**config.mk**
```make
export PLATFORM = sky130hd
export DESIGN_NAME = fwsr_ctrl
export DESIGN_NICKNAME = d
export VERILOG_FILES = /design/src/fwsr_pkg.sv /design/src/fwsr_ctrl.sv /design/src/fwsr_bus_cycle.sv
export SDC_FILE = /design/constraint.sdc
export NUM_CORES = 1
export LEC_CHECK = 0
export BUFFER_PORTS_ARGS = -buffer_cell sky130_fd_sc_hd__buf_2
export CAP_MARGIN = 25
export CORE_ASPECT_RATIO = 0.8
export CORE_UTILIZATION = 60
export CTS_CLUSTER_DIAMETER = 30
export DETAILED_ROUTE_END_ITERATION = 16
export HOLD_SLACK_MARGIN = 0.06
export PLACE_DENSITY = 0.91
export SYNTH_ARGS = -nofsm -noshare
export SYNTH_HDL_FRONTEND = slang
export SYNTH_SLANG_ARGS = --single-unit
```
**constraint.sdc**
```tcl
create_clock -name i_clk -period 6 [get_ports i_clk]
set_input_delay 0.6 -clock i_clk [delete_from_list [all_inputs] [get_ports i_clk]]
set_output_delay 0.6 -clock i_clk [all_outputs]
set_load 0.005 [all_outputs]
```
**src/fwsr_pkg.sv**
```systemverilog
/*
 * Shared constants, carriers and state types for the flash status-polling controller.
 * Assumes a 50 MHz system clock and a 16-bit asynchronous NOR flash bus.
 */
package fwsr_pkg;
	localparam int ADDR_W = 22;
	localparam int DATA_W = 16;
	localparam int AXI_AW = 8;
	localparam int CNT_W = 8;

	// own register map, one aligned word each
	localparam logic [AXI_AW-1:0] REG_CTRL = 8'h00;
	localparam logic [AXI_AW-1:0] REG_ADDR = 8'h04;
	localparam logic [AXI_AW-1:0] REG_EXPECT = 8'h08;
	localparam logic [AXI_AW-1:0] REG_STATUS = 8'h0c;
	localparam logic [AXI_AW-1:0] REG_WORD = 8'h10;

	// control bits
	localparam int CTRL_START = 0;
	localparam int CTRL_MODE = 1;
	localparam int CTRL_RESET = 2;
	localparam int CTRL_ABORT = 3;

	// status bits
	localparam int ST_BUSY = 0;
	localparam int ST_DONE = 1;
	localparam int ST_FAIL = 2;
	localparam int ST_READY = 3;
	localparam int ST_SECT_TOG = 4;

	// status bit positions on the data word lines
	localparam int COMPLEMENT_POLL_BIT = 7;
	localparam int ANY_ADDRESS_TOGGLE_BIT = 6;
	localparam int TIMING_LIMIT_FLAG = 5;
	localparam int SECTOR_TOGGLE_BIT = 2;

	localparam logic [DATA_W-1:0] RESET_CMD = 16'h00f0;
	localparam logic [1:0] AXI_OKAY = 2'h0;
	localparam logic [1:0] AXI_SLVERR = 2'h2;

	// bus timing
	localparam int CLK_NS = 20;
	localparam int ACCESS_NS = 70;
	localparam int WRITE_PULSE_NS = 35;
	localparam int SYNC_CYC = 2;
	localparam int ACCESS_CYC = (ACCESS_NS + CLK_NS - 1) / CLK_NS;
	localparam int WRITE_PULSE_CYC = (WRITE_PULSE_NS + CLK_NS - 1) / CLK_NS;

	typedef struct packed {
		logic ce_n;
		logic oe_n;
		logic we_n;
		logic [ADDR_W-1:0] addr;
		logic [DATA_W-1:0] dq_out;
		logic dq_oe;
	} fwsr_pins_s;

	typedef struct packed {
		logic req;
		logic wr;
		logic [ADDR_W-1:0] addr;
		logic [DATA_W-1:0] data;
	} fwsr_cyc_s;

	typedef enum {BC_IDLE, BC_STROBE, BC_HOLD, BC_RECOVER} fwsr_bus_e;

	typedef enum {
		S_IDLE, S_T_READ1, S_T_READ2, S_T_RECHECK, S_P_READ, S_P_RECHECK, S_FINAL, S_CMD_RESET
	} fwsr_state_e;
endpackage : fwsr_pkg

```
**src/fwsr_ctrl.sv**
```systemverilog
/*
 * Flash write-status polling controller: AXI4-Lite registers, toggle and complement polling,
 * failure handling with the reset command. Assumes the flash bus pins and ready/busy pin are
 * asynchronous to i_clk; ready/busy has an external pull-up.
 */
`timescale 1ns/1ns
// Contract
// - poll reads present programmed address
// - erase poll reads address selected sector
// - recheck poll bit when limit flag set
// - two reads compared; unchanged means done
// - toggling with limit flag: recheck, then reset
// - returning host restarts from first double read
// - after timing failure host issues reset
// - reset command is F0 to any address
// - status reads address the busy bank
module fwsr_ctrl #(
	parameter int ACC_CYC = fwsr_pkg::ACCESS_CYC,
	parameter int WP_CYC = fwsr_pkg::WRITE_PULSE_CYC
) (
	input wire logic i_clk,
	input wire logic i_reset,
	input wire logic i_awvalid,
	output logic o_awready,
	input wire logic [fwsr_pkg::AXI_AW-1:0] i_awaddr,
	input wire logic i_wvalid,
	output logic o_wready,
	input wire logic [31:0] i_wdata,
	input wire logic [3:0] i_wstrb,
	output logic o_bvalid,
	input wire logic i_bready,
	output logic [1:0] o_bresp,
	input wire logic i_arvalid,
	output logic o_arready,
	input wire logic [fwsr_pkg::AXI_AW-1:0] i_araddr,
	output logic o_rvalid,
	input wire logic i_rready,
	output logic [31:0] o_rdata,
	output logic [1:0] o_rresp,
	output fwsr_pkg::fwsr_pins_s o_flash,
	input wire logic [fwsr_pkg::DATA_W-1:0] i_dq,
	input wire logic i_ready_busy_n_out
);
	import fwsr_pkg::*;

	function automatic logic [31:0] merge_strb(input logic [31:0] old, input logic [31:0] data,
		input logic [3:0] strb);
		logic [31:0] res;
		res = old;
		for (int i = 0; i < 4; i++) begin
			if (strb[i]) begin
				res[i*8 +: 8] = data[i*8 +: 8];
			end
		end
		return res;
	endfunction : merge_strb

	function automatic logic bit_moved(input logic [DATA_W-1:0] a, input logic [DATA_W-1:0] b,
		input int pos);
		return a[pos] ^ b[pos];
	endfunction : bit_moved

	fwsr_state_e state;
	fwsr_cyc_s cyc;
	logic bus_busy;
	logic bus_ack;
	logic [DATA_W-1:0] bus_rdata;
	logic aw_held;
	logic w_held;
	logic [AXI_AW-1:0] awaddr_q;
	logic [31:0] wdata_q;
	logic [3:0] wstrb_q;
	logic [ADDR_W-1:0] poll_addr;
	logic [DATA_W-1:0] expect_word;
	logic mode_poll;
	logic done;
	logic fail;
	logic sect_tog;
	logic [DATA_W-1:0] prev_word;
	logic [DATA_W-1:0] last_word;
	logic rdy_meta;
	logic rdy_sync;
	logic [1:0] rd_cnt;
	logic wr_fire;
	logic ctrl_hit;
	logic go_start;
	logic go_reset;
	logic go_abort;
	logic [31:0] next_rdata;
	logic [1:0] next_rresp;
	logic toggled;
	logic poll_match;
	logic limit_hit;

	fwsr_bus_cycle #(
		.ACC_CYC(ACC_CYC),
		.WP_CYC(WP_CYC)
	) bus (
		.i_clk(i_clk),
		.i_reset(i_reset),
		.i_cyc(cyc),
		.i_dq(i_dq),
		.o_busy(bus_busy),
		.o_ack(bus_ack),
		.o_rdata(bus_rdata),
		.o_pins(o_flash)
	);

	// ready/busy pin synchroniser
	always_ff @(posedge i_clk) begin
		rdy_meta <= i_ready_busy_n_out;
		rdy_sync <= rdy_meta;
	end

	// axi write channel
	assign wr_fire = aw_held && w_held;
	assign ctrl_hit = wr_fire && (awaddr_q == REG_CTRL) && wstrb_q[0];
	assign go_start = ctrl_hit && wdata_q[CTRL_START] && state == S_IDLE && !bus_busy;
	assign go_reset = ctrl_hit && wdata_q[CTRL_RESET] && state == S_IDLE && !bus_busy && !wdata_q[CTRL_START];
	assign go_abort = ctrl_hit && wdata_q[CTRL_ABORT];

	always_ff @(posedge i_clk) begin
		if (i_reset) begin
			o_awready <= 1'b1;
			o_wready <= 1'b1;
			aw_held <= 1'b0;
			w_held <= 1'b0;
			awaddr_q <= '0;
			wdata_q <= '0;
			wstrb_q <= '0;
			o_bvalid <= 1'b0;
			o_bresp <= AXI_OKAY;
		end else begin
			if (i_awvalid && o_awready) begin
				aw_held <= 1'b1;
				awaddr_q <= i_awaddr;
				o_awready <= 1'b0;
			end
			if (i_wvalid && o_wready) begin
				w_held <= 1'b1;
				wdata_q <= i_wdata;
				wstrb_q <= i_wstrb;
				o_wready <= 1'b0;
			end
			if (wr_fire) begin
				aw_held <= 1'b0;
				w_held <= 1'b0;
				o_bvalid <= 1'b1;
				o_bresp <= (awaddr_q == REG_CTRL || awaddr_q == REG_ADDR || awaddr_q == REG_EXPECT ||
					awaddr_q == REG_STATUS || awaddr_q == REG_WORD) ? AXI_OKAY : AXI_SLVERR;
			end
			if (o_bvalid && i_bready) begin
				o_bvalid <= 1'b0;
				o_awready <= 1'b1;
				o_wready <= 1'b1;
			end
		end
	end

	// software-written settings
	always_ff @(posedge i_clk) begin
		if (i_reset) begin
			poll_addr <= '0;
			expect_word <= '0;
			mode_poll <= 1'b0;
		end else if (wr_fire) begin
			if (awaddr_q == REG_ADDR) begin
				poll_addr <= ADDR_W'(merge_strb(32'(poll_addr), wdata_q, wstrb_q));
			end
			if (awaddr_q == REG_EXPECT) begin
				expect_word <= DATA_W'(merge_strb(32'(expect_word), wdata_q, wstrb_q));
			end
			if (ctrl_hit && state == S_IDLE) begin
				mode_poll <= wdata_q[CTRL_MODE];
			end
		end
	end

	// axi read channel
	always_comb begin
		next_rdata = '0;
		next_rresp = AXI_OKAY;
		unique case (i_araddr)
			REG_CTRL: next_rdata[CTRL_MODE] = mode_poll;
			REG_ADDR: next_rdata = 32'(poll_addr);
			REG_EXPECT: next_rdata = 32'(expect_word);
			REG_STATUS: begin
				next_rdata[ST_BUSY] = (state != S_IDLE);
				next_rdata[ST_DONE] = done;
				next_rdata[ST_FAIL] = fail;
				next_rdata[ST_READY] = rdy_sync;
				next_rdata[ST_SECT_TOG] = sect_tog;
			end
			REG_WORD: next_rdata = 32'(last_word);
			default: next_rresp = AXI_SLVERR;
		endcase
	end

	always_ff @(posedge i_clk) begin
		if (i_reset) begin
			o_arready <= 1'b1;
			o_rvalid <= 1'b0;
			o_rdata <= '0;
			o_rresp <= AXI_OKAY;
		end else begin
			if (i_arvalid && o_arready) begin
				o_arready <= 1'b0;
				o_rvalid <= 1'b1;
				o_rdata <= next_rdata;
				o_rresp <= next_rresp;
			end
			if (o_rvalid && i_rready) begin
				o_rvalid <= 1'b0;
				o_arready <= 1'b1;
			end
		end
	end

	// polling decisions on each completed read
	assign toggled = bit_moved(prev_word, bus_rdata, ANY_ADDRESS_TOGGLE_BIT);
	assign poll_match = (bus_rdata[COMPLEMENT_POLL_BIT] == expect_word[COMPLEMENT_POLL_BIT]);
	assign limit_hit = bus_rdata[TIMING_LIMIT_FLAG];

	// every status read goes to the chosen address in the busy bank
	always_comb begin
		cyc.req = (state != S_IDLE);
		cyc.wr = (state == S_CMD_RESET);
		cyc.addr = poll_addr;
		cyc.data = RESET_CMD;
	end

	always_ff @(posedge i_clk) begin
		if (i_reset) begin
			state <= S_IDLE;
			done <= 1'b0;
			fail <= 1'b0;
			sect_tog <= 1'b0;
			prev_word <= '0;
			last_word <= '0;
		end else if (go_abort) begin
			state <= S_IDLE;
		end else begin
			if (go_start) begin
				done <= 1'b0;
				fail <= 1'b0;
				state <= wdata_q[CTRL_MODE] ? S_P_READ : S_T_READ1;
			end
			if (go_reset) begin
				done <= 1'b0;
				state <= S_CMD_RESET;
			end
			if (bus_ack && state != S_IDLE) begin
				prev_word <= bus_rdata;
				unique case (state)
					S_T_READ1: state <= S_T_READ2;
					S_T_READ2: begin
						sect_tog <= bit_moved(prev_word, bus_rdata, SECTOR_TOGGLE_BIT);
						if (!toggled) begin
							state <= S_FINAL;
						end else if (limit_hit) begin
							state <= S_T_RECHECK;
						end
					end
					S_T_RECHECK: begin
						if (!toggled) begin
							state <= S_FINAL;
						end else begin
							fail <= 1'b1;
							state <= S_CMD_RESET;
						end
					end
					S_P_READ: begin
						if (poll_match) begin
							state <= S_FINAL;
						end else if (limit_hit) begin
							state <= S_P_RECHECK;
						end
					end
					S_P_RECHECK: begin
						if (poll_match) begin
							state <= S_FINAL;
						end else begin
							fail <= 1'b1;
							state <= S_CMD_RESET;
						end
					end
					S_FINAL: begin
						last_word <= bus_rdata;
						done <= 1'b1;
						state <= S_IDLE;
					end
					S_CMD_RESET: begin
						done <= 1'b1;
						state <= S_IDLE;
					end
					S_IDLE: state <= S_IDLE;
				endcase
			end
		end
	end

	// reads completed since the last start, for checking only
	always_ff @(posedge i_clk) begin
		if (i_reset || go_start) begin
			rd_cnt <= '0;
		end else if (bus_ack && !cyc.wr && rd_cnt != 2'h3) begin
			rd_cnt <= rd_cnt + 1'b1;
		end
	end

	status_addr_a: assert property (@(posedge i_clk) disable iff (i_reset)
		(bus_ack && !o_flash.we_n == 1'b0 && state inside {S_T_READ1, S_T_READ2, S_P_READ})
		|-> o_flash.addr == poll_addr)
		else $error("status read not at the chosen address");
	reset_data_a: assert property (@(posedge i_clk) disable iff (i_reset)
		(!o_flash.we_n && o_flash.dq_oe) |-> o_flash.dq_out == RESET_CMD)
		else $error("flash write other than the reset command");
	pair_done_a: assert property (@(posedge i_clk) disable iff (i_reset)
		(state == S_FINAL && !mode_poll) |-> rd_cnt >= 2'h2)
		else $error("toggle completion before two reads");
	toggle_recheck_a: assert property (@(posedge i_clk) disable iff (i_reset)
		(state == S_T_READ2 && bus_ack && toggled && limit_hit && !go_abort) |=> state == S_T_RECHECK)
		else $error("no recheck after limit flag while toggling");
	poll_recheck_a: assert property (@(posedge i_clk) disable iff (i_reset)
		(state == S_P_READ && bus_ack && !poll_match && limit_hit && !go_abort) |=> state == S_P_RECHECK)
		else $error("no poll recheck after limit flag");
	fail_reset_a: assert property (@(posedge i_clk) disable iff (i_reset)
		(state == S_T_RECHECK && bus_ack && toggled && !go_abort) |=> (state == S_CMD_RESET && fail)
		##[1:20] (!o_flash.we_n))
		else $error("failed operation not followed by reset write");
	restart_pair_a: assert property (@(posedge i_clk) disable iff (i_reset)
		(go_start && !wdata_q[CTRL_MODE]) |=> state == S_T_READ1 && rd_cnt == 2'h0)
		else $error("toggle check not restarted from first read");
	final_read_a: assert property (@(posedge i_clk) disable iff (i_reset)
		(state == S_P_READ && bus_ack && poll_match && !go_abort) |=> state == S_FINAL ##1 !done)
		else $error("completion reported without a following read");
	abort_idle_a: assert property (@(posedge i_clk) disable iff (i_reset)
		go_abort |=> state == S_IDLE && !cyc.req)
		else $error("abort did not leave monitoring");
endmodule : fwsr_ctrl

```
**src/fwsr_bus_cycle.sv**
```systemverilog
/*
 * One asynchronous flash bus cycle (read or write) per request, with synchronised read data.
 * Assumes the requester holds its request until the one-cycle acknowledge.
 */
`timescale 1ns/1ns
module fwsr_bus_cycle #(
	parameter int ACC_CYC = fwsr_pkg::ACCESS_CYC,
	parameter int WP_CYC = fwsr_pkg::WRITE_PULSE_CYC
) (
	input wire logic i_clk,
	input wire logic i_reset,
	input wire fwsr_pkg::fwsr_cyc_s i_cyc,
	input wire logic [fwsr_pkg::DATA_W-1:0] i_dq,
	output logic o_busy,
	output logic o_ack,
	output logic [fwsr_pkg::DATA_W-1:0] o_rdata,
	output fwsr_pkg::fwsr_pins_s o_pins
);
	import fwsr_pkg::*;

	fwsr_bus_e state;
	logic [CNT_W-1:0] cnt;
	logic wr;
	logic [DATA_W-1:0] dq_meta;
	logic [DATA_W-1:0] dq_sync;

	// read strobe covers access time plus the synchroniser delay
	localparam logic [CNT_W-1:0] RD_LAST = CNT_W'(ACC_CYC + SYNC_CYC - 1);
	localparam logic [CNT_W-1:0] WR_LAST = CNT_W'(WP_CYC - 1);

	assign o_busy = (state != BC_IDLE);

	always_ff @(posedge i_clk) begin
		dq_meta <= i_dq;
		dq_sync <= dq_meta;
	end

	always_ff @(posedge i_clk) begin
		if (i_reset) begin
			state <= BC_IDLE;
			cnt <= '0;
			wr <= 1'b0;
			o_ack <= 1'b0;
			o_rdata <= '0;
			o_pins <= '{ce_n: 1'b1, oe_n: 1'b1, we_n: 1'b1, addr: '0, dq_out: '0, dq_oe: 1'b0};
		end else begin
			unique case (state)
				BC_IDLE: begin
					if (i_cyc.req) begin
						cnt <= '0;
						wr <= i_cyc.wr;
						o_pins.addr <= i_cyc.addr;
						o_pins.ce_n <= 1'b0;
						o_pins.oe_n <= i_cyc.wr;
						o_pins.we_n <= !i_cyc.wr;
						o_pins.dq_out <= i_cyc.data;
						o_pins.dq_oe <= i_cyc.wr;
						state <= BC_STROBE;
					end
				end
				BC_STROBE: begin
					cnt <= cnt + 1'b1;
					if (cnt == (wr ? WR_LAST : RD_LAST)) begin
						if (!wr) begin
							o_rdata <= dq_sync;
						end
						o_pins.oe_n <= 1'b1;
						o_pins.we_n <= 1'b1;
						state <= BC_HOLD;
					end
				end
				BC_HOLD: begin
					// data held past the write strobe's rising edge
					o_pins.ce_n <= 1'b1;
					o_pins.dq_oe <= 1'b0;
					o_ack <= 1'b1;
					state <= BC_RECOVER;
				end
				BC_RECOVER: begin
					o_ack <= 1'b0;
					state <= BC_IDLE;
				end
			endcase
		end
	end

	strobe_gap_a: assert property (@(posedge i_clk) disable iff (i_reset)
		o_ack |-> o_pins.ce_n && o_pins.oe_n && o_pins.we_n)
		else $error("bus strobes not released at acknowledge");
endmodule : fwsr_bus_cycle

```
Word level (Yosys, flattened, before mapping). Cells that the tools add are included. W data, S select, Z words.

Bits in latches: 0. ROM bits: 0. Bits in writable memories: 0. Memories: 0. Register bits: 292. Input bits: 76. Logic and storage cells: 163.

Multiplexer cells: 38. Add/sub/neg operators: 1. Divide/modulo/power cells: 0. Shift-type cells: 0. Magnitude comparators: 0. Eq/ne operators: 23. Reduce and logical (&&, ||, !) cells: 57. Bitwise gates (word level): 4. Multipliers: 0.

Operators by type and width (number): $mux W32 (9); $pmux W32 S6 (1); $eq A32 B2 Y1 const B (4); $eq A32 B3 Y1 const B (4); $pmux W32 S4 (1); $logic_not A32 Y1 (3); $eq A32 B1 Y1 const B (2); $reduce_bool A32 Y1 (2); $pmux W17 S3 (1); $mux W42 (1); $eq A32 B4 Y1 const B (1); $eq A8 B4 Y1 const B (4); $reduce_and A3 Y1 (9); $logic_and A1 B1 Y1 (18); $eq A8 B3 Y1 const B (2); $eq A8 B5 Y1 const B (2); $logic_not A8 Y1 (2); $pmux W8 S2 (1); $pmux W3 S4 (1); $reduce_and A2 Y1 (6); $mux W1 (10); $reduce_or A2 Y1 (5); $add A8 B1 Y8 const B (1); $eq A8 B8 Y1 (1); 16 further kinds (32).

Longest topological paths before layout. Gate-level depths: netlist (run 1).

Depth in word-level cells: 12. Gate-level depth with buffers: 10. Gate-level depth less buffers: 7.

By module. From an unflattened synthesis (run 1), not the netlist that was laid out.

Cell total of the unflattened synthesis: 1017. Area, all modules: 9635.5 um^2.

Modules (own cells, without submodules): fwsr_ctrl (area each 6247.2 um^2, seq. area each 3163.0 um^2, cells each 675, instances 1); fwsr_bus_cycle (area each 3388.2 um^2, seq. area each 2042.0 um^2, cells each 342, instances 1).

Worst setup path before layout (run 1). No wires, ideal clock.

Kind: input -> register. Start: in i_araddr[7] (netlist bit). End: reg o_rdata[10]. Data required time: 5905 ps. Setup time: 95 ps. Path slack: 3802 ps. Arrival: 2103 ps. Stages: 7. Cells stage by stage: or4_4 -> buf_6 -> and4bb_1 -> buf_6 -> o31ai_2 -> buf_6 -> a221oi_1.

Word-level cells in the longest chain between the ends: 2. Elaborated cells on any way between the ends: 4.

RTL lines: start: declaration (RTL line fwsr_ctrl.sv:35) `input wire logic [fwsr_pkg::AXI_AW-1:0] i_araddr,`; $eq A8 B5 Y1 (tied with other cells) (RTL line fwsr_ctrl.sv:183) `unique case (i_araddr)`; $pmux W17 S3 (*) (RTL line fwsr_ctrl.sv:183); end signal: assignment (RTL line fwsr_ctrl.sv:209) `o_rdata <= next_rdata;`; end: declaration (RTL line fwsr_ctrl.sv:38) `output logic [31:0] o_rdata,`.

Mark *: on every way between the ends. The rest lies on a longest branch, timed or not. A chain may end at the register's enable or synchronous reset.

Worst setup path in the final report (run 1).
Start: reg state[16]. End: reg state[9].

Word-level cells in the longest chain between the ends: 9. Elaborated cells on any way between the ends: 25.

RTL lines: start: declaration (RTL line fwsr_ctrl.sv:63) `fwsr_state_e state;`; start signal: assignment (RTL line fwsr_ctrl.sv:246) `state <= wdata_q[CTRL_MODE] ? S_P_READ : S_T_READ1;`; $logic_not A32 Y1 (RTL line fwsr_ctrl.sv:118, fwsr_ctrl.sv:119); $logic_and A1 B1 Y1, on equally long branches (2 in series) (RTL line fwsr_ctrl.sv:118, fwsr_ctrl.sv:119); $mux W32 or $logic_and A1 B1 Y1 (tied branches) (RTL line fwsr_ctrl.sv:243, fwsr_ctrl.sv:119); $mux W32 (RTL line fwsr_ctrl.sv:248) `if (go_reset) begin`; $mux W32, on equally long branches (RTL line fwsr_ctrl.sv:275, fwsr_ctrl.sv:260); $mux W32, on equally long branches (RTL line fwsr_ctrl.sv:273, fwsr_ctrl.sv:258); $pmux W32 S6 (RTL line fwsr_ctrl.sv:254) `unique case (state)`; $mux W32 (*) (RTL line fwsr_ctrl.sv:252) `if (bus_ack && state != S_IDLE) begin`.

Marked as above.

==> results of run 1 <==
==> registers in the layout (all words and copies together), names as in the netlist, 22 cells and up <==
name	flops
state	32
bus.o_pins	27
o_rdata	22
poll_addr	22
wdata_q	22
==> worst reg2reg max path, cell delays in order, from the launching register on <==
cell and delay (ns):
dfxtp_1 0.31, nor4_1 0.49, nand4_2 0.52, nor3_4 0.74, a21oi_2 0.09, buf_4 0.26
nor3b_1 0.27
==> stage by stage <==
step	instance area [um2]	utilization, %	power [W]	std cells	hold slack [ns]
6_report	11300	71.8	0.00407	1379	0.200
5_1_grt	11300	71.8	0.00418	1378	0.187
4_1_cts	11300	71.6	0.00407	1374	0.188
3_5_place_dp	10000	63.7	0.00193	1312	0.312
3_3_place_gp	10000	63.6	0.00192	1310	0.312
2_1_floorplan	9710	-	0.00188	1065	0.310
==> final cells by class <==
type	instances	area [um2]
flip-flops and latches	245	4900
inverters	15	56.3
clock buffers	44	1000
clock inverters	18	250
diodes	3	7.51
fillers	1097	4440
repair buffers	133	704
well taps	215	269
multi-input cells	706	4120
==> worst max path at each step <==
stage | start | endpoint | slack [ns]
global route | state[16] | state[15] | 3.06
finish | state[16] | state[9] | 3.23
detailed placement | i_araddr[7] | o_rdata[10] | 3.03
CTS | state[16] | bus.cnt[4] | 3.01
global placement | i_araddr[7] | o_rdata[5] | 3.11
floorplan | i_araddr[7] | o_rdata[10] | 3.80
==> metal layers <==
metal	track usage, %	share of wire (%)
met3	6.08	9.1
met2	45.6	45
met1	39.2	42
met4	15.2	3.8
met5	0	0
==> power by group <==
| part | total, W | switching (W) | internal (W) | leakage, nW |
|---|---|---|---|---|
| registers | 0.00169 | 0.0000286 | 0.00166 | 1.99 |
| clock network | 0.00215 | 0.000747 | 0.00141 | 0.617 |
| logic | 0.000221 | 0.000153 | 0.0000687 | 1.68 |
| total | 0.00407 | 0.000928 | 0.00314 | 4.29 |
==> cell families after synthesis <==
logic type                 Yosys count
buffers and inverters              114
muxes                               36
DFF                                245
AOI/OAI and AO/OA                  228
other                                1
and+or+nand+nor                    406
xor gates and xnor gates             6
adders and majority gates            6
==> cell usage after synthesis (7+ instances only) <==
library cell / n / share of area (%)
dfxtp_1: 245 / 51
a221oi_2: 8 / 1.2
a21oi_1: 120 / 6.2
inv_1: 15 / 0.58
clkbuf_1: 41 / 1.6
nor4_1: 9 / 0.58
buf_2: 10 / 0.52
nand3_1: 42 / 2.2
o21ai_0: 33 / 1.7
nor3_1: 14 / 0.73
mux2i_1: 32 / 3.3
o31ai_1: 7 / 0.55
clkbuf_8: 7 / 1.0
nor3b_2: 9 / 1.2
nor3b_1: 21 / 1.6
buf_4: 31 / 2.4
nor2_1: 57 / 2.2
a222oi_1: 12 / 1.2
nand2_1: 203 / 7.9
buf_6: 8 / 0.94
==> impl_results.html, run 1 <==
<table>
<tr><th>Metric</th><th>Value</th></tr>
<tr><th colspan="2">Floorplanning</th></tr>
<tr><td>Ports</td><td>around 160</td></tr>
<tr><td>X dimension of the die</td><td>roughly 140 um</td></tr>
<tr><td>Number of cell rows</td><td>slightly above 40</td></tr>
<tr><td>Initial Util</td><td>between 60% and 70%</td></tr>
<tr><td>Height of the chip</td><td>~120 um</td></tr>
<tr><td>Die Area</td><td>~17000 um2</td></tr>
<tr><td>Core footprint</td><td>roughly 16000 um2</td></tr>
<tr><th colspan="2">Run status</th></tr>
<tr><td>Status</td><td>completed</td></tr>
<tr><th colspan="2">Min path</th></tr>
<tr><td>Worst hold stages</td><td>1</td></tr>
<tr><td>Hold Crit Class</td><td>input port to register</td></tr>
<tr><td>Hold path endpoint</td><td>bus.dq_meta[14]</td></tr>
<tr><td>Worst Hold Launch</td><td>i_dq[14]</td></tr>
<tr><th colspan="2">Route</th></tr>
<tr><td>Overall routed net length</td><td>about 25000 um</td></tr>
<tr><td>Number of DRC violations after detailed-routing iteration 0</td><td>between 900 and 1000</td></tr>
<tr><td>Post-detailed-route wirelength per cell</td><td>about 18 um</td></tr>
<tr><td>Vias per std cell</td><td>between 5 and 6</td></tr>
<tr><td>Number of iterations in the first detailed-routing pass</td><td>7</td></tr>
<tr><td>Via total after detailed routing</td><td>about 8100</td></tr>
<tr><td>Remaining design rule violation count</td><td>0</td></tr>
<tr><td>Post-detailed-route count of antenna-violating nets</td><td>0</td></tr>
<tr><th colspan="2">Timing</th></tr>
<tr><td>Actual slew at the worst max-slew pin</td><td>1.05 ns</td></tr>
<tr><td>Final Critical Period</td><td>2.77 ns</td></tr>
<tr><td>Slew Viols, Final</td><td>0</td></tr>
<tr><td>F_max</td><td>about 0.36 GHz</td></tr>
<tr><td>Final worst-path setup slack</td><td>around 3.2 ns</td></tr>
<tr><td># setup viols final</td><td>0</td></tr>
<tr><td>Slew Limit Headroom</td><td>~30%</td></tr>
<tr><td>Setup repair after global routing missed its margin</td><td>no</td></tr>
<tr><td>Period Utilization, post-route</td><td>46.2%</td></tr>
<tr><td>Final hold vios</td><td>0</td></tr>
<tr><td>Setup TNS Final</td><td>0 ns</td></tr>
<tr><td>Clock Skews</td><td>roughly 0.021 ns</td></tr>
<tr><th colspan="2">Global routing</th></tr>
<tr><td>Sum of overflow across all layers after global routing</td><td>0</td></tr>
<tr><td>Largest net degree at the start of global routing</td><td>95</td></tr>
<tr><td>Number of global-route vias before repair</td><td>around 7400</td></tr>
<tr><td>Global-route wire length before repair</td><td>around 38000 um</td></tr>
<tr><td>Number of antenna violations at the first check in global routing</td><td>2</td></tr>
<tr><td>GR Util All Layers</td><td>~29%</td></tr>
<tr><th colspan="2">Cells and area</th></tr>
<tr><td>Area growth from synthesis to layout</td><td>17.5%</td></tr>
<tr><td>Most common cell after layout, fill and taps aside</td><td>dfxtp_1</td></tr>
<tr><td>Fraction of final layout cells with drive strength greater than 1</td><td>around a fifth</td></tr>
<tr><td>Layout Nets</td><td>approximately 1200</td></tr>
<tr><td>Most used cells in the layout excluding fill and tap cells</td><td>dfxtp_1, nand2_1, buf_2</td></tr>
<tr><th colspan="2">Placed design</th></tr>
<tr><td>Setup slack after placement</td><td>3.03 ns</td></tr>
<tr><td>IO buf count</td><td>between 100 and 150</td></tr>
<tr><td>DPL Wire Length</td><td>about 15000 um</td></tr>
<tr><td>Placer Congestion</td><td>about 0.91</td></tr>
<tr><th colspan="2">Critical path</th></tr>
<tr><td>CP Cell Sequence</td><td>nor4_1 &gt; nand4_2 &gt; nor3_4 &gt; a21oi_2 &gt; buf_4 &gt; nor3b_1</td></tr>
<tr><td>Reg2reg setup slack</td><td>3.23 ns</td></tr>
<tr><td>Required time at the endpoint of the critical path</td><td>approximately 6.4 ns</td></tr>
<tr><td>Slowest CP cell</td><td>nor3_4</td></tr>
<tr><td>CP Data Arrival Time</td><td>3.17 ns</td></tr>
<tr><td>Largest stage delay, worst path</td><td>about 0.74 ns</td></tr>
<tr><td>Delay-heaviest family, CP</td><td>simple AND/OR/NAND/NOR gates</td></tr>
<tr><td>Setup Crit Path Kind</td><td>register to register</td></tr>
<tr><td>Count of buffer and inverter cells on the critical path</td><td>1</td></tr>
<tr><td>Launching point of the worst reg2reg path</td><td>state[16]</td></tr>
<tr><td>Critical R2R Capture</td><td>state[9]</td></tr>
<tr><td>Crit path max fanout</td><td>29</td></tr>
<tr><td>Stages on worst setup path</td><td>6</td></tr>
<tr><td>Startpoint Class</td><td>register</td></tr>
<tr><td>Register-to-Register Path Depth</td><td>6</td></tr>
<tr><td>Type of destination of the critical path</td><td>register</td></tr>
<tr><th colspan="2">Synth</th></tr>
<tr><td>Most used flip-flop cell after synthesis</td><td>dfxtp_1</td></tr>
<tr><td>Average footprint of a synthesized cell</td><td>9.24 um2</td></tr>
<tr><td>Area share of xor/xnor cells in the synthesized design</td><td>0.546%</td></tr>
<tr><td>Sequential-to-total area share from yosys stat</td><td>about half</td></tr>
<tr><td>Synth warnings</td><td>0</td></tr>
<tr><td>Proportion of synthesized area in mux cells</td><td>3.80%</td></tr>
<tr><td>Simple-gate area share of the yosys netlist</td><td>21.5%</td></tr>
<tr><td>Post-synthesis cell count</td><td>1042</td></tr>
<tr><td>Post-synthesis compound-gate area fraction</td><td>15.1%</td></tr>
<tr><td>Fraction of the mapped netlist area in adder cells</td><td>0.780%</td></tr>
<tr><td>Async S/R FF share, synth</td><td>0%</td></tr>
<tr><td>Yosys reg bits</td><td>245</td></tr>
<tr><td>Largest family of logic cells by synthesized area</td><td>simple AND/OR/NAND/NOR gates</td></tr>
<tr><td>Number of flops mapped to enable cells by yosys</td><td>0</td></tr>
<tr><td>Netlist cell types</td><td>77</td></tr>
<tr><td>Netlist area before placement</td><td>between 9000 and 10000 um2</td></tr>
<tr><th colspan="2">Clock network</th></tr>
<tr><td>Hold-fix buffers at CTS</td><td>0</td></tr>
<tr><td>Deepest level of the CTS H-tree</td><td>2</td></tr>
<tr><td>Clock tree from TritonCTS</td><td>yes</td></tr>
<tr><td>Resized Gates After CTS</td><td>0</td></tr>
<tr><td>Number of buffers inserted by post-CTS setup repair</td><td>0</td></tr>
<tr><td>Clock Latency Late Sink</td><td>roughly 0.50 ns</td></tr>
<tr><td>Clk sink count</td><td>between 200 and 250</td></tr>
<tr><td>Total clock buffers created by CTS</td><td>34</td></tr>
<tr><td>Number of buffers between clock root and the deepest sink</td><td>3</td></tr>
<tr><td>Root Buffer</td><td>clkbuf_16</td></tr>
<tr><td>Clock input transition at the sequential cells of the worst setup and hold paths</td><td>roughly 0.060 ns</td></tr>
<tr><th colspan="2">Power and ir drop</th></tr>
<tr><td>Leak</td><td>around 4.3 nW</td></tr>
<tr><td>Power density of the placed cells</td><td>~360 nW/um2</td></tr>
<tr><td>Worst vdd rail ir drop</td><td>0.252 mV</td></tr>
<tr><th colspan="2">Run</th></tr>
<tr><td>Max-cap violation count</td><td>0</td></tr>
</table>
(Power assumes the default switching activity.)
==> run 2: changes to the inputs <==
--- a/config.mk
+++ b/config.mk
@@ -8,11 +8,11 @@
 export BUFFER_PORTS_ARGS = -buffer_cell sky130_fd_sc_hd__buf_2
 export CAP_MARGIN = 25
 export CORE_ASPECT_RATIO = 0.8
-export CORE_UTILIZATION = 60
+export CORE_UTILIZATION = 51
 export CTS_CLUSTER_DIAMETER = 30
 export DETAILED_ROUTE_END_ITERATION = 16
 export HOLD_SLACK_MARGIN = 0.06
-export PLACE_DENSITY = 0.91
+export PLACE_DENSITY = 0.83
 export SYNTH_ARGS = -nofsm -noshare
 export SYNTH_HDL_FRONTEND = slang
 export SYNTH_SLANG_ARGS = --single-unit
==> constraint.sdc (replaced) <==
create_clock -name i_clk -period 2.3 [get_ports i_clk]
set_input_delay 0.23 -clock i_clk [delete_from_list [all_inputs] [get_ports i_clk]]
set_output_delay 0.23 -clock i_clk [all_outputs]
set_load 0.005 [all_outputs]
==> run 2 against run 1 <==
  * Combinational power rose to 3.1 times the previous value
  * Via count rose by 3.8%
  * Clock power rose by 140%
  * Fmax rose by 30%
  * Critical path depth did not move
  * Sequential cell count did not move
  * Register-to-register slack got worse by 3.1 ns
  * Clock-buffer cell count did not move
  * Largest power group unchanged
  * Cell count rose by 8.3%
  * Critical endpoint is now state[16]
  * Routed wire length rose by 1.8%
  * First-iteration DRC count fell by 15%
==> impl_results.html, run 2 (synthesis gave the netlist of run 1 again) <==
<table>
<tr><th>Metric</th><th>Value</th></tr>
<tr><th colspan="2">Timing</th></tr>
<tr><td>Final hold vios</td><td>0 (unchanged)</td></tr>
<tr><td>F_max</td><td>0.470 GHz (+30%)</td></tr>
<tr><td>Slew Viols, Final</td><td>0 (unchanged)</td></tr>
<tr><td>Clock Skews</td><td>0.0187 ns (-0.00245 ns)</td></tr>
<tr><td>Slew Limit Headroom</td><td>45.7% (+16 points)</td></tr>
<tr><td>Period Utilization, post-route</td><td>92.5% (+46 points)</td></tr>
<tr><td>Setup TNS Final</td><td>0 ns (unchanged)</td></tr>
<tr><td>Setup repair after global routing missed its margin</td><td>no</td></tr>
<tr><td>Actual slew at the worst max-slew pin</td><td>0.813 ns (-0.235 ns)</td></tr>
<tr><td># setup viols final</td><td>0 (unchanged)</td></tr>
<tr><td>Final Critical Period</td><td>2.13 ns (-0.644 ns)</td></tr>
<tr><th colspan="2">Power and ir drop</th></tr>
<tr><td>Leak</td><td>4.59 nW (+6.9%)</td></tr>
<tr><td>Switching portion of total power</td><td>23.6% (+0.81 points)</td></tr>
<tr><td>Power density of the placed cells</td><td>856 nW/um2 (+140%)</td></tr>
<tr><td>Clock network fraction of total power</td><td>50.5% (-2.5 points)</td></tr>
<tr><td>Worst vdd rail ir drop</td><td>0.618 mV (+140%)</td></tr>
<tr><td>Net switching power</td><td>0.00243 W (+160%)</td></tr>
<tr><td>Seq pwr share</td><td>42.8% (+1.2 points)</td></tr>
<tr><td>Cell-internal power</td><td>0.00786 W (+150%)</td></tr>
<tr><td>Comb power frac</td><td>6.6% (+1.2 points)</td></tr>
<tr><th colspan="2">Route</th></tr>
<tr><td>Via total after detailed routing</td><td>8447 (+3.8%)</td></tr>
<tr><td>Number of DRC violations after detailed-routing iteration 0</td><td>841 (-15%)</td></tr>
<tr><td>Post-detailed-route count of antenna-violating nets</td><td>0 (unchanged)</td></tr>
<tr><td>Remaining design rule violation count</td><td>0 (unchanged)</td></tr>
<tr><td>Number of iterations in the first detailed-routing pass</td><td>8 (+1)</td></tr>
<tr><td>Post-detailed-route wirelength per cell</td><td>16.8 um (-6.0%)</td></tr>
<tr><td>Overall routed net length</td><td>25100 um (+1.8%)</td></tr>
<tr><td>Vias per std cell</td><td>5.65 (-4.2%)</td></tr>
<tr><th colspan="2">Floorplanning</th></tr>
<tr><td>Initial Util</td><td>52.5% (-8.6 points)</td></tr>
<tr><td>X dimension of the die</td><td>156 um (+8.3%)</td></tr>
<tr><td>Number of cell rows</td><td>44 (+7.3%)</td></tr>
<tr><td>Core footprint</td><td>18300 um2 (+16%)</td></tr>
<tr><td>Height of the chip</td><td>125 um (+8.3%)</td></tr>
<tr><td>Ports</td><td>159 (unchanged)</td></tr>
<tr><td>Die Area</td><td>19400 um2 (+17%)</td></tr>
<tr><th colspan="2">Critical path</th></tr>
<tr><td>Reg2reg setup slack</td><td>0.17 ns (-3.06 ns)</td></tr>
<tr><td>Startpoint Class</td><td>register</td></tr>
<tr><td>Largest stage delay, worst path</td><td>0.60 ns (-0.14 ns)</td></tr>
<tr><td>Setup Crit Path Kind</td><td>register to register</td></tr>
<tr><td>Required time at the endpoint of the critical path</td><td>2.67 ns (-3.73 ns)</td></tr>
<tr><td>Critical R2R Capture</td><td>state[16]</td></tr>
<tr><td>CP Cell Sequence</td><td>or4_4 &gt; nor3_2 &gt; nand4_1 &gt; o21ai_2 &gt; buf_12 &gt; nor3b_1</td></tr>
<tr><td>CP Data Arrival Time</td><td>2.50 ns (-0.67 ns)</td></tr>
<tr><td>Launching point of the worst reg2reg path</td><td>awaddr_q[7]</td></tr>
<tr><td>Type of destination of the critical path</td><td>register</td></tr>
<tr><td>Crit path max fanout</td><td>29 (unchanged)</td></tr>
<tr><td>Slowest CP cell</td><td>or4_4</td></tr>
<tr><td>Register-to-Register Path Depth</td><td>6 (unchanged)</td></tr>
<tr><th colspan="2">Placed design</th></tr>
<tr><td>DPL Wire Length</td><td>16100 um (+5.1%)</td></tr>
<tr><td>Dpl cells</td><td>1374 (+4.7%)</td></tr>
<tr><td>IO buf count</td><td>123 (unchanged)</td></tr>
<tr><td>Placer Congestion</td><td>0.913 (+0.64%)</td></tr>
<tr><th colspan="2">Clock network</th></tr>
<tr><td>Clk sink count</td><td>245 (unchanged)</td></tr>
<tr><td>Resized Gates After CTS</td><td>0 (unchanged)</td></tr>
<tr><td>Root Buffer</td><td>clkbuf_16</td></tr>
<tr><td>Total clock buffers created by CTS</td><td>35 (+2.9%)</td></tr>
<tr><td>Clock Latency Late Sink</td><td>0.50 ns (about the same)</td></tr>
<tr><td>Clock tree from TritonCTS</td><td>yes</td></tr>
<tr><td>Number of buffers between clock root and the deepest sink</td><td>3 (unchanged)</td></tr>
<tr><td>Clock input transition at the sequential cells of the worst setup and hold paths</td><td>0.06 ns (about the same)</td></tr>
<tr><td>Deepest level of the CTS H-tree</td><td>2 (unchanged)</td></tr>
<tr><th colspan="2">Cells and area</th></tr>
<tr><td>Max reg flops</td><td>32 (unchanged)</td></tr>
<tr><td>Most used cells in the layout excluding fill and tap cells</td><td>dfxtp_1, nand2_1, buf_2</td></tr>
<tr><td>Largest register by flop count</td><td>state</td></tr>
<tr><td>Registers with the most flip-flops</td><td>state: 32 flops, bus.o_pins: 27 flops</td></tr>
<tr><td>Layout Nets</td><td>1296 (+6.5%)</td></tr>
<tr><td>Area growth from synthesis to layout</td><td>25.0%</td></tr>
<tr><td>Most common cell after layout, fill and taps aside</td><td>dfxtp_1</td></tr>
<tr><td>Fraction of final layout cells with drive strength greater than 1</td><td>21.0% (+0.30 points)</td></tr>
<tr><td>Number of inserted filler cells in the final layout</td><td>1393 (+27%)</td></tr>
<tr><td>Final Non-Filler Cells</td><td>1494 (+8.3%)</td></tr>
<tr><th colspan="2">Global routing</th></tr>
<tr><td>Largest net degree at the start of global routing</td><td>71 (-25%)</td></tr>
<tr><td>Global-route wire length before repair</td><td>39600 um (+4.4%)</td></tr>
<tr><td>GR Util All Layers</td><td>25.6% (-3.9 points)</td></tr>
<tr><td>Number of global-route vias before repair</td><td>7981 (+7.5%)</td></tr>
<tr><td>Number of antenna violations at the first check in global routing</td><td>2 (unchanged)</td></tr>
<tr><td>Sum of overflow across all layers after global routing</td><td>0 (unchanged)</td></tr>
<tr><th colspan="2">Min path</th></tr>
<tr><td>Worst Hold Launch</td><td>i_awvalid</td></tr>
<tr><td>Hold Crit Class</td><td>input port to register</td></tr>
<tr><td>Hold path endpoint</td><td>awaddr_q[2]</td></tr>
<tr><td>Worst hold stages</td><td>3 (+2)</td></tr>
<tr><th colspan="2">Run</th></tr>
<tr><td>Max-cap violation count</td><td>0 (unchanged)</td></tr>
<tr><th colspan="2">Run status</th></tr>
<tr><td>Status</td><td>completed</td></tr>
</table>
==> run 2: changes by cell type in the layout (fill, tap and decap cells not counted), sizes merged <==
cell | before | now
dlygate4sd3 | 0 | 56
buf | 133 | 155
clkinvlp | 1 | 5
bufinv | 5 | 2
diode | 3 | 1
clkinv | 8 | 7
inv | 19 | 20
==> run 2: cell type report <==
type	count	area (um2)	area share (%)
sequential	245	4900	40.8
multi-input combinational	706	4120	34.2
timing repair buffer	211	1470	12.2
clock buffer	44	972	8.08
tap	253	317	2.63
clock inverter	19	188	1.56
inverter	15	56.3	0.468
antenna	1	2.50	0.0208
==> run 2: routing by layer <==
| layer | routed length, um | global-route usage [%] | part of all wire (%) | vias to the layer above |
|---|---|---|---|---|
| met3 | 2210 | 6.61 | 8.8 | 87 |
| met4 | 981 | 13.0 | 3.9 | 2 |
| li1 | - | - | - | 3956 |
| met1 | 10400 | 33.0 | 41 | 3969 |
| met2 | 11500 | 39.4 | 46 | 433 |
| met5 | 13 | 0 | 0.052 | - |
==> run 2: worst max path at each step <==
stage / from / to / cells after the start
after CTS: awaddr_q[7] / state[20] / 6
after global routing: awaddr_q[7] / fail / 5
after detailed placement: i_araddr[7] / o_rdata[9] / 6
final: awaddr_q[7] / state[16] / 6
after global placement: i_araddr[7] / o_rdata[10] / 5
after floorplan: state[1] / state[23] / 9
==> run 2: through the flow <==
step                instance area [um2]  total power [W]  worst slack [ns]  hold slack (ns)  utilization [%]
detailed placement                10300          0.00507             0.167            0.315             56.2
floorplan                          9710          0.00490             0.393            0.258                -
finish                            12000           0.0103             0.173           0.0919             65.6
global placement                  10300          0.00505             0.158            0.312             56.2
global route                      12000           0.0106           0.00957            0.118             65.6
CTS                               12000           0.0103             0.187           0.0702             65.6
==> run 2: what timing repair did <==
| item | in CTS | in global routing |
|---|---|---|
| setup buffers | 0 | 0 |
| hold buffers | 56 | 0 |
| endpoints found under the hold margin | 58 | 0 |
==> run 2: power groups by stage <==
stage	sequential (W)	combinational [W]	clock, W
6_report	0.00441	0.000684	0.00520
2_1_floorplan	0.00447	0.000430	0
4_1_cts	0.00440	0.000652	0.00526
5_1_grt	0.00441	0.000737	0.00546
3_3_place_gp	0.00449	0.000560	0
3_5_place_dp	0.00449	0.000575	0
==> run 2: critical path: cells and delay by family (launching register included) <==
kind,cells,cell delay (ns)
AND/OR/NAND/NOR,4,1.21
AO/OA/AOI/OAI,1,0.23
flip-flops,1,0.33
buffers and inverters,1,0.21
==> run 3: changes to the inputs <==
--- a/config.mk
+++ b/config.mk
@@ -8,11 +8,12 @@
 export BUFFER_PORTS_ARGS = -buffer_cell sky130_fd_sc_hd__buf_2
 export CAP_MARGIN = 25
 export CORE_ASPECT_RATIO = 0.8
-export CORE_UTILIZATION = 51
+export CORE_UTILIZATION = 56
 export CTS_CLUSTER_DIAMETER = 30
 export DETAILED_ROUTE_END_ITERATION = 16
 export HOLD_SLACK_MARGIN = 0.06
-export PLACE_DENSITY = 0.83
+export PLACE_DENSITY = 0.86
+export SLEW_MARGIN = 20
 export SYNTH_ARGS = -nofsm -noshare
 export SYNTH_HDL_FRONTEND = slang
 export SYNTH_SLANG_ARGS = --single-unit
==> constraint.sdc (replaced) <==
create_clock -name i_clk -period 2.2 [get_ports i_clk]
set_input_delay 0.11 -clock i_clk [delete_from_list [all_inputs] [get_ports i_clk]]
set_output_delay 0.11 -clock i_clk [all_outputs]
set_load 0.005 [all_outputs]
==> run 3 against run 2 <==
  * Non-clock buffer count increased by 15
  * Sequential cell count unchanged
  * Clock power increased by 19%
  * Power increased by 12%
  * Fmax decreased by 2.1%
  * Largest power group unchanged
==> impl_results.html, run 3 (synthesis gave the netlist of run 1 again) <==
<table>
<tr><th>Metric</th><th>Value</th></tr>
<tr><th colspan="2">Critical path</th></tr>
<tr><td>Launching point of the worst reg2reg path</td><td>awaddr_q[7]</td></tr>
<tr><td>Type of destination of the critical path</td><td>register</td></tr>
<tr><td>CP Data Arrival Time</td><td>2.55 ns (+0.05 ns)</td></tr>
<tr><td>Timing startpoint of the critical path</td><td>awaddr_q[7]</td></tr>
<tr><td>Required time at the endpoint of the critical path</td><td>2.58 ns (-0.09 ns)</td></tr>
<tr><td>Worst setup endpoint</td><td>state[18]</td></tr>
<tr><td>Setup Crit Path Kind</td><td>register to register</td></tr>
<tr><td>Critical R2R Capture</td><td>state[18]</td></tr>
<tr><td>Crit path max fanout</td><td>29 (unchanged)</td></tr>
<tr><td>Reg2reg setup slack</td><td>0.03 ns (-0.15 ns)</td></tr>
<tr><td>Register-to-Register Path Depth</td><td>6 (unchanged)</td></tr>
<tr><td>Startpoint Class</td><td>register</td></tr>
<tr><th colspan="2">Power and ir drop</th></tr>
<tr><td>Net switching power</td><td>0.00270 W (+11%)</td></tr>
<tr><td>Switching portion of total power</td><td>23.4% (-0.27 points)</td></tr>
<tr><td>Seq pwr share</td><td>39.9% (-2.9 points)</td></tr>
<tr><td>Comb power frac</td><td>6.6% (about the same)</td></tr>
<tr><td>Clock network fraction of total power</td><td>53.5% (+3.0 points)</td></tr>
<tr><td>Leak</td><td>4.73 nW (+3.1%)</td></tr>
<tr><td>Cell-internal power</td><td>0.00885 W (+13%)</td></tr>
<tr><td>Power density of the placed cells</td><td>936 nW/um2 (+9.4%)</td></tr>
<tr><td>Worst vdd rail ir drop</td><td>0.654 mV (+5.8%)</td></tr>
<tr><th colspan="2">Floorplanning</th></tr>
<tr><td>X dimension of the die</td><td>149 um (-4.5%)</td></tr>
<tr><td>Ports</td><td>159 (unchanged)</td></tr>
<tr><td>Die Area</td><td>17700 um2 (-8.8%)</td></tr>
<tr><td>Height of the chip</td><td>119 um (-4.5%)</td></tr>
<tr><td>Number of cell rows</td><td>42 (-4.5%)</td></tr>
<tr><td>Core footprint</td><td>16700 um2 (-9.1%)</td></tr>
<tr><td>Initial Util</td><td>57.8% (+5.3 points)</td></tr>
<tr><th colspan="2">Route</th></tr>
<tr><td>Post-detailed-route count of antenna-violating nets</td><td>0 (unchanged)</td></tr>
<tr><td>Number of iterations in the first detailed-routing pass</td><td>6 (-2)</td></tr>
<tr><td>Number of DRC violations after detailed-routing iteration 0</td><td>1090 (+30%)</td></tr>
<tr><td>Overall routed net length</td><td>27200 um (+8.4%)</td></tr>
<tr><td>Vias per std cell</td><td>5.90 (+4.3%)</td></tr>
<tr><td>Via total after detailed routing</td><td>8735 (+3.4%)</td></tr>
<tr><td>Post-detailed-route wirelength per cell</td><td>18.4 um (+9.4%)</td></tr>
<tr><td>Remaining design rule violation count</td><td>0 (unchanged)</td></tr>
<tr><th colspan="2">Cells and area</th></tr>
<tr><td>Largest register by flop count</td><td>state</td></tr>
<tr><td>Final Util</td><td>74.0% (+8.4 points)</td></tr>
<tr><td>Registers with the most flip-flops</td><td>state: 32 flops, bus.o_pins: 27 flops</td></tr>
<tr><td>Final Non-Filler Cells</td><td>1481 (-0.87%)</td></tr>
<tr><td>Fraction of final layout cells with drive strength greater than 1</td><td>21.9% (+0.97 points)</td></tr>
<tr><td>Layout Nets</td><td>1312 (+1.2%)</td></tr>
<tr><td>Max reg flops</td><td>32 (unchanged)</td></tr>
<tr><td>Non-Filler Cell Area, Final</td><td>12300 um2 (+2.5%)</td></tr>
<tr><td>Area growth from synthesis to layout</td><td>28.1%</td></tr>
<tr><td>Most common cell after layout, fill and taps aside</td><td>dfxtp_1</td></tr>
<tr><td>Most used cells in the layout excluding fill and tap cells</td><td>dfxtp_1, nand2_1, buf_2</td></tr>
<tr><th colspan="2">Timing</th></tr>
<tr><td>F_max</td><td>0.460 GHz (-2.1%)</td></tr>
<tr><td>Clock Skews</td><td>0.0219 ns (+0.00320 ns)</td></tr>
<tr><td>Slew Viols, Final</td><td>0 (unchanged)</td></tr>
<tr><td>Tightest hold margin</td><td>0.109 ns (+0.0174 ns)</td></tr>
<tr><td>Period Utilization, post-route</td><td>98.7% (+6.3 points)</td></tr>
<tr><td>Actual slew at the worst max-slew pin</td><td>0.956 ns (+0.143 ns)</td></tr>
<tr><td>Final Critical Period</td><td>2.17 ns (+0.0457 ns)</td></tr>
<tr><td>Final worst-path setup slack</td><td>0.0278 ns (-0.146 ns)</td></tr>
<tr><td>Slew Limit Headroom</td><td>34.6% (-11 points)</td></tr>
<tr><td>Setup repair after global routing missed its margin</td><td>yes</td></tr>
<tr><td>Final hold vios</td><td>0 (unchanged)</td></tr>
<tr><td># setup viols final</td><td>0 (unchanged)</td></tr>
<tr><th colspan="2">Clock network</th></tr>
<tr><td>Clock input transition at the sequential cells of the worst setup and hold paths</td><td>0.06 ns (about the same)</td></tr>
<tr><td>Root Buffer</td><td>clkbuf_16</td></tr>
<tr><td>Total clock buffers created by CTS</td><td>36 (+2.9%)</td></tr>
<tr><td>Number of buffers between clock root and the deepest sink</td><td>3 (unchanged)</td></tr>
<tr><td>Clock tree from TritonCTS</td><td>yes</td></tr>
<tr><td>Clock Latency Late Sink</td><td>0.52 ns (+0.02 ns)</td></tr>
<tr><td>Deepest level of the CTS H-tree</td><td>2 (unchanged)</td></tr>
<tr><td>Clk sink count</td><td>245 (unchanged)</td></tr>
<tr><th colspan="2">Global routing</th></tr>
<tr><td>Global-route wire length before repair</td><td>42600 um (+7.6%)</td></tr>
<tr><td>Number of global-route vias before repair</td><td>8452 (+5.9%)</td></tr>
<tr><td>Number of antenna violations at the first check in global routing</td><td>2 (unchanged)</td></tr>
<tr><td>Largest net degree at the start of global routing</td><td>105 (+48%)</td></tr>
<tr><td>Sum of overflow across all layers after global routing</td><td>0 (unchanged)</td></tr>
<tr><td>GR Util All Layers</td><td>30.5% (+5.0 points)</td></tr>
<tr><th colspan="2">Placed design</th></tr>
<tr><td>Setup slack after placement</td><td>0.119 ns (-0.0484 ns)</td></tr>
<tr><td>Placed cell area</td><td>10300 um2 (-0.18%)</td></tr>
<tr><td>DPL Wire Length</td><td>15900 um (-0.80%)</td></tr>
<tr><td>IO buf count</td><td>123 (unchanged)</td></tr>
<tr><td>Placer Congestion</td><td>0.913 (about the same)</td></tr>
<tr><td>Dpl cells</td><td>1344 (-2.2%)</td></tr>
<tr><th colspan="2">Run status</th></tr>
<tr><td>Status</td><td>completed</td></tr>
<tr><th colspan="2">Run</th></tr>
<tr><td>Max-cap violation count</td><td>0 (unchanged)</td></tr>
<tr><th colspan="2">Min path</th></tr>
<tr><td>Hold Crit Class</td><td>input port to register</td></tr>
</table>
-- run 3: cell types whose count changed in the layout (fill, tap and decap cells not counted), sizes merged --
cell / change
dlygate4sd3: +11
clkinvlp: -1
clkbuf: -1
bufinv: +4
buf: +4
diode: +2
clkinv: +1
-- run 3: power groups by stage --
| stage | clock network (W) | registers (W) | logic [W] |
|---|---|---|---|
| floorplan | 0 | 0.00467 | 0.000450 |
| global placement | 0 | 0.00469 | 0.000604 |
| detailed placement | 0 | 0.00469 | 0.000619 |
| CTS | 0.00620 | 0.00460 | 0.000724 |
| global route | 0.00645 | 0.00461 | 0.000821 |
| finish | 0.00618 | 0.00460 | 0.000763 |
-- run 3: metal layers --
metal,track usage (%),vias up,share of wire [%]
li1,-,3983,-
met1,39.1,4139,40
met2,48.9,515,47
met3,5.90,98,8.6
met4,15.7,0,4.4
met5,0,-,0
-- run 3: critical path: stages, from the launching register on --
cell	delay [ns]
dfxtp_1	0.33
or4_4	0.60
nor3_2	0.34
nand4_1	0.22
o21ai_2	0.25
buf_12	0.22
nor3b_1	0.07
-- run 3: stage by stage --
stage	setup TNS, ns	power, W
2_1_floorplan	0	0.00512
3_3_place_gp	0	0.00529
3_5_place_dp	0	0.00531
4_1_cts	0	0.0115
5_1_grt	-0.0416	0.0119
6_report	0	0.0115
-- run 3: area by class of cell --
type                    instances  area [um2]
diodes                          3        7.51
clock buffers                  43        1000
clock inverters                23         328
fillers                      1099        4330
inverters                      15        56.3
multi-input cells             706        4150
flip-flops and latches        245        4900
well taps                     220         275
repair buffers                226        1610
-- run 3: worst min-delay path by stage --
stage / endpoint / startpoint / cells after the start / slack [ns]
floorplan: bus.dq_meta[0] / i_dq[0] / 0 / 0.14
global placement: bus.dq_meta[7] / i_dq[7] / 1 / 0.21
detailed placement: bus.dq_meta[6] / i_dq[6] / 1 / 0.21
CTS: o_rresp[1] / i_araddr[0] / 3 / 0.09
global route: o_rresp[1] / i_araddr[0] / 3 / 0.11
finish: o_rresp[1] / i_araddr[0] / 3 / 0.11
-- run 3: what timing repair did --
item                       in CTS  in global routing
hold buffers                   67                  0
setup buffers                   0                  1
hold endpoints to repair       68                  0
setup endpoints to repair       0                 74
gates resized for setup         0                  7
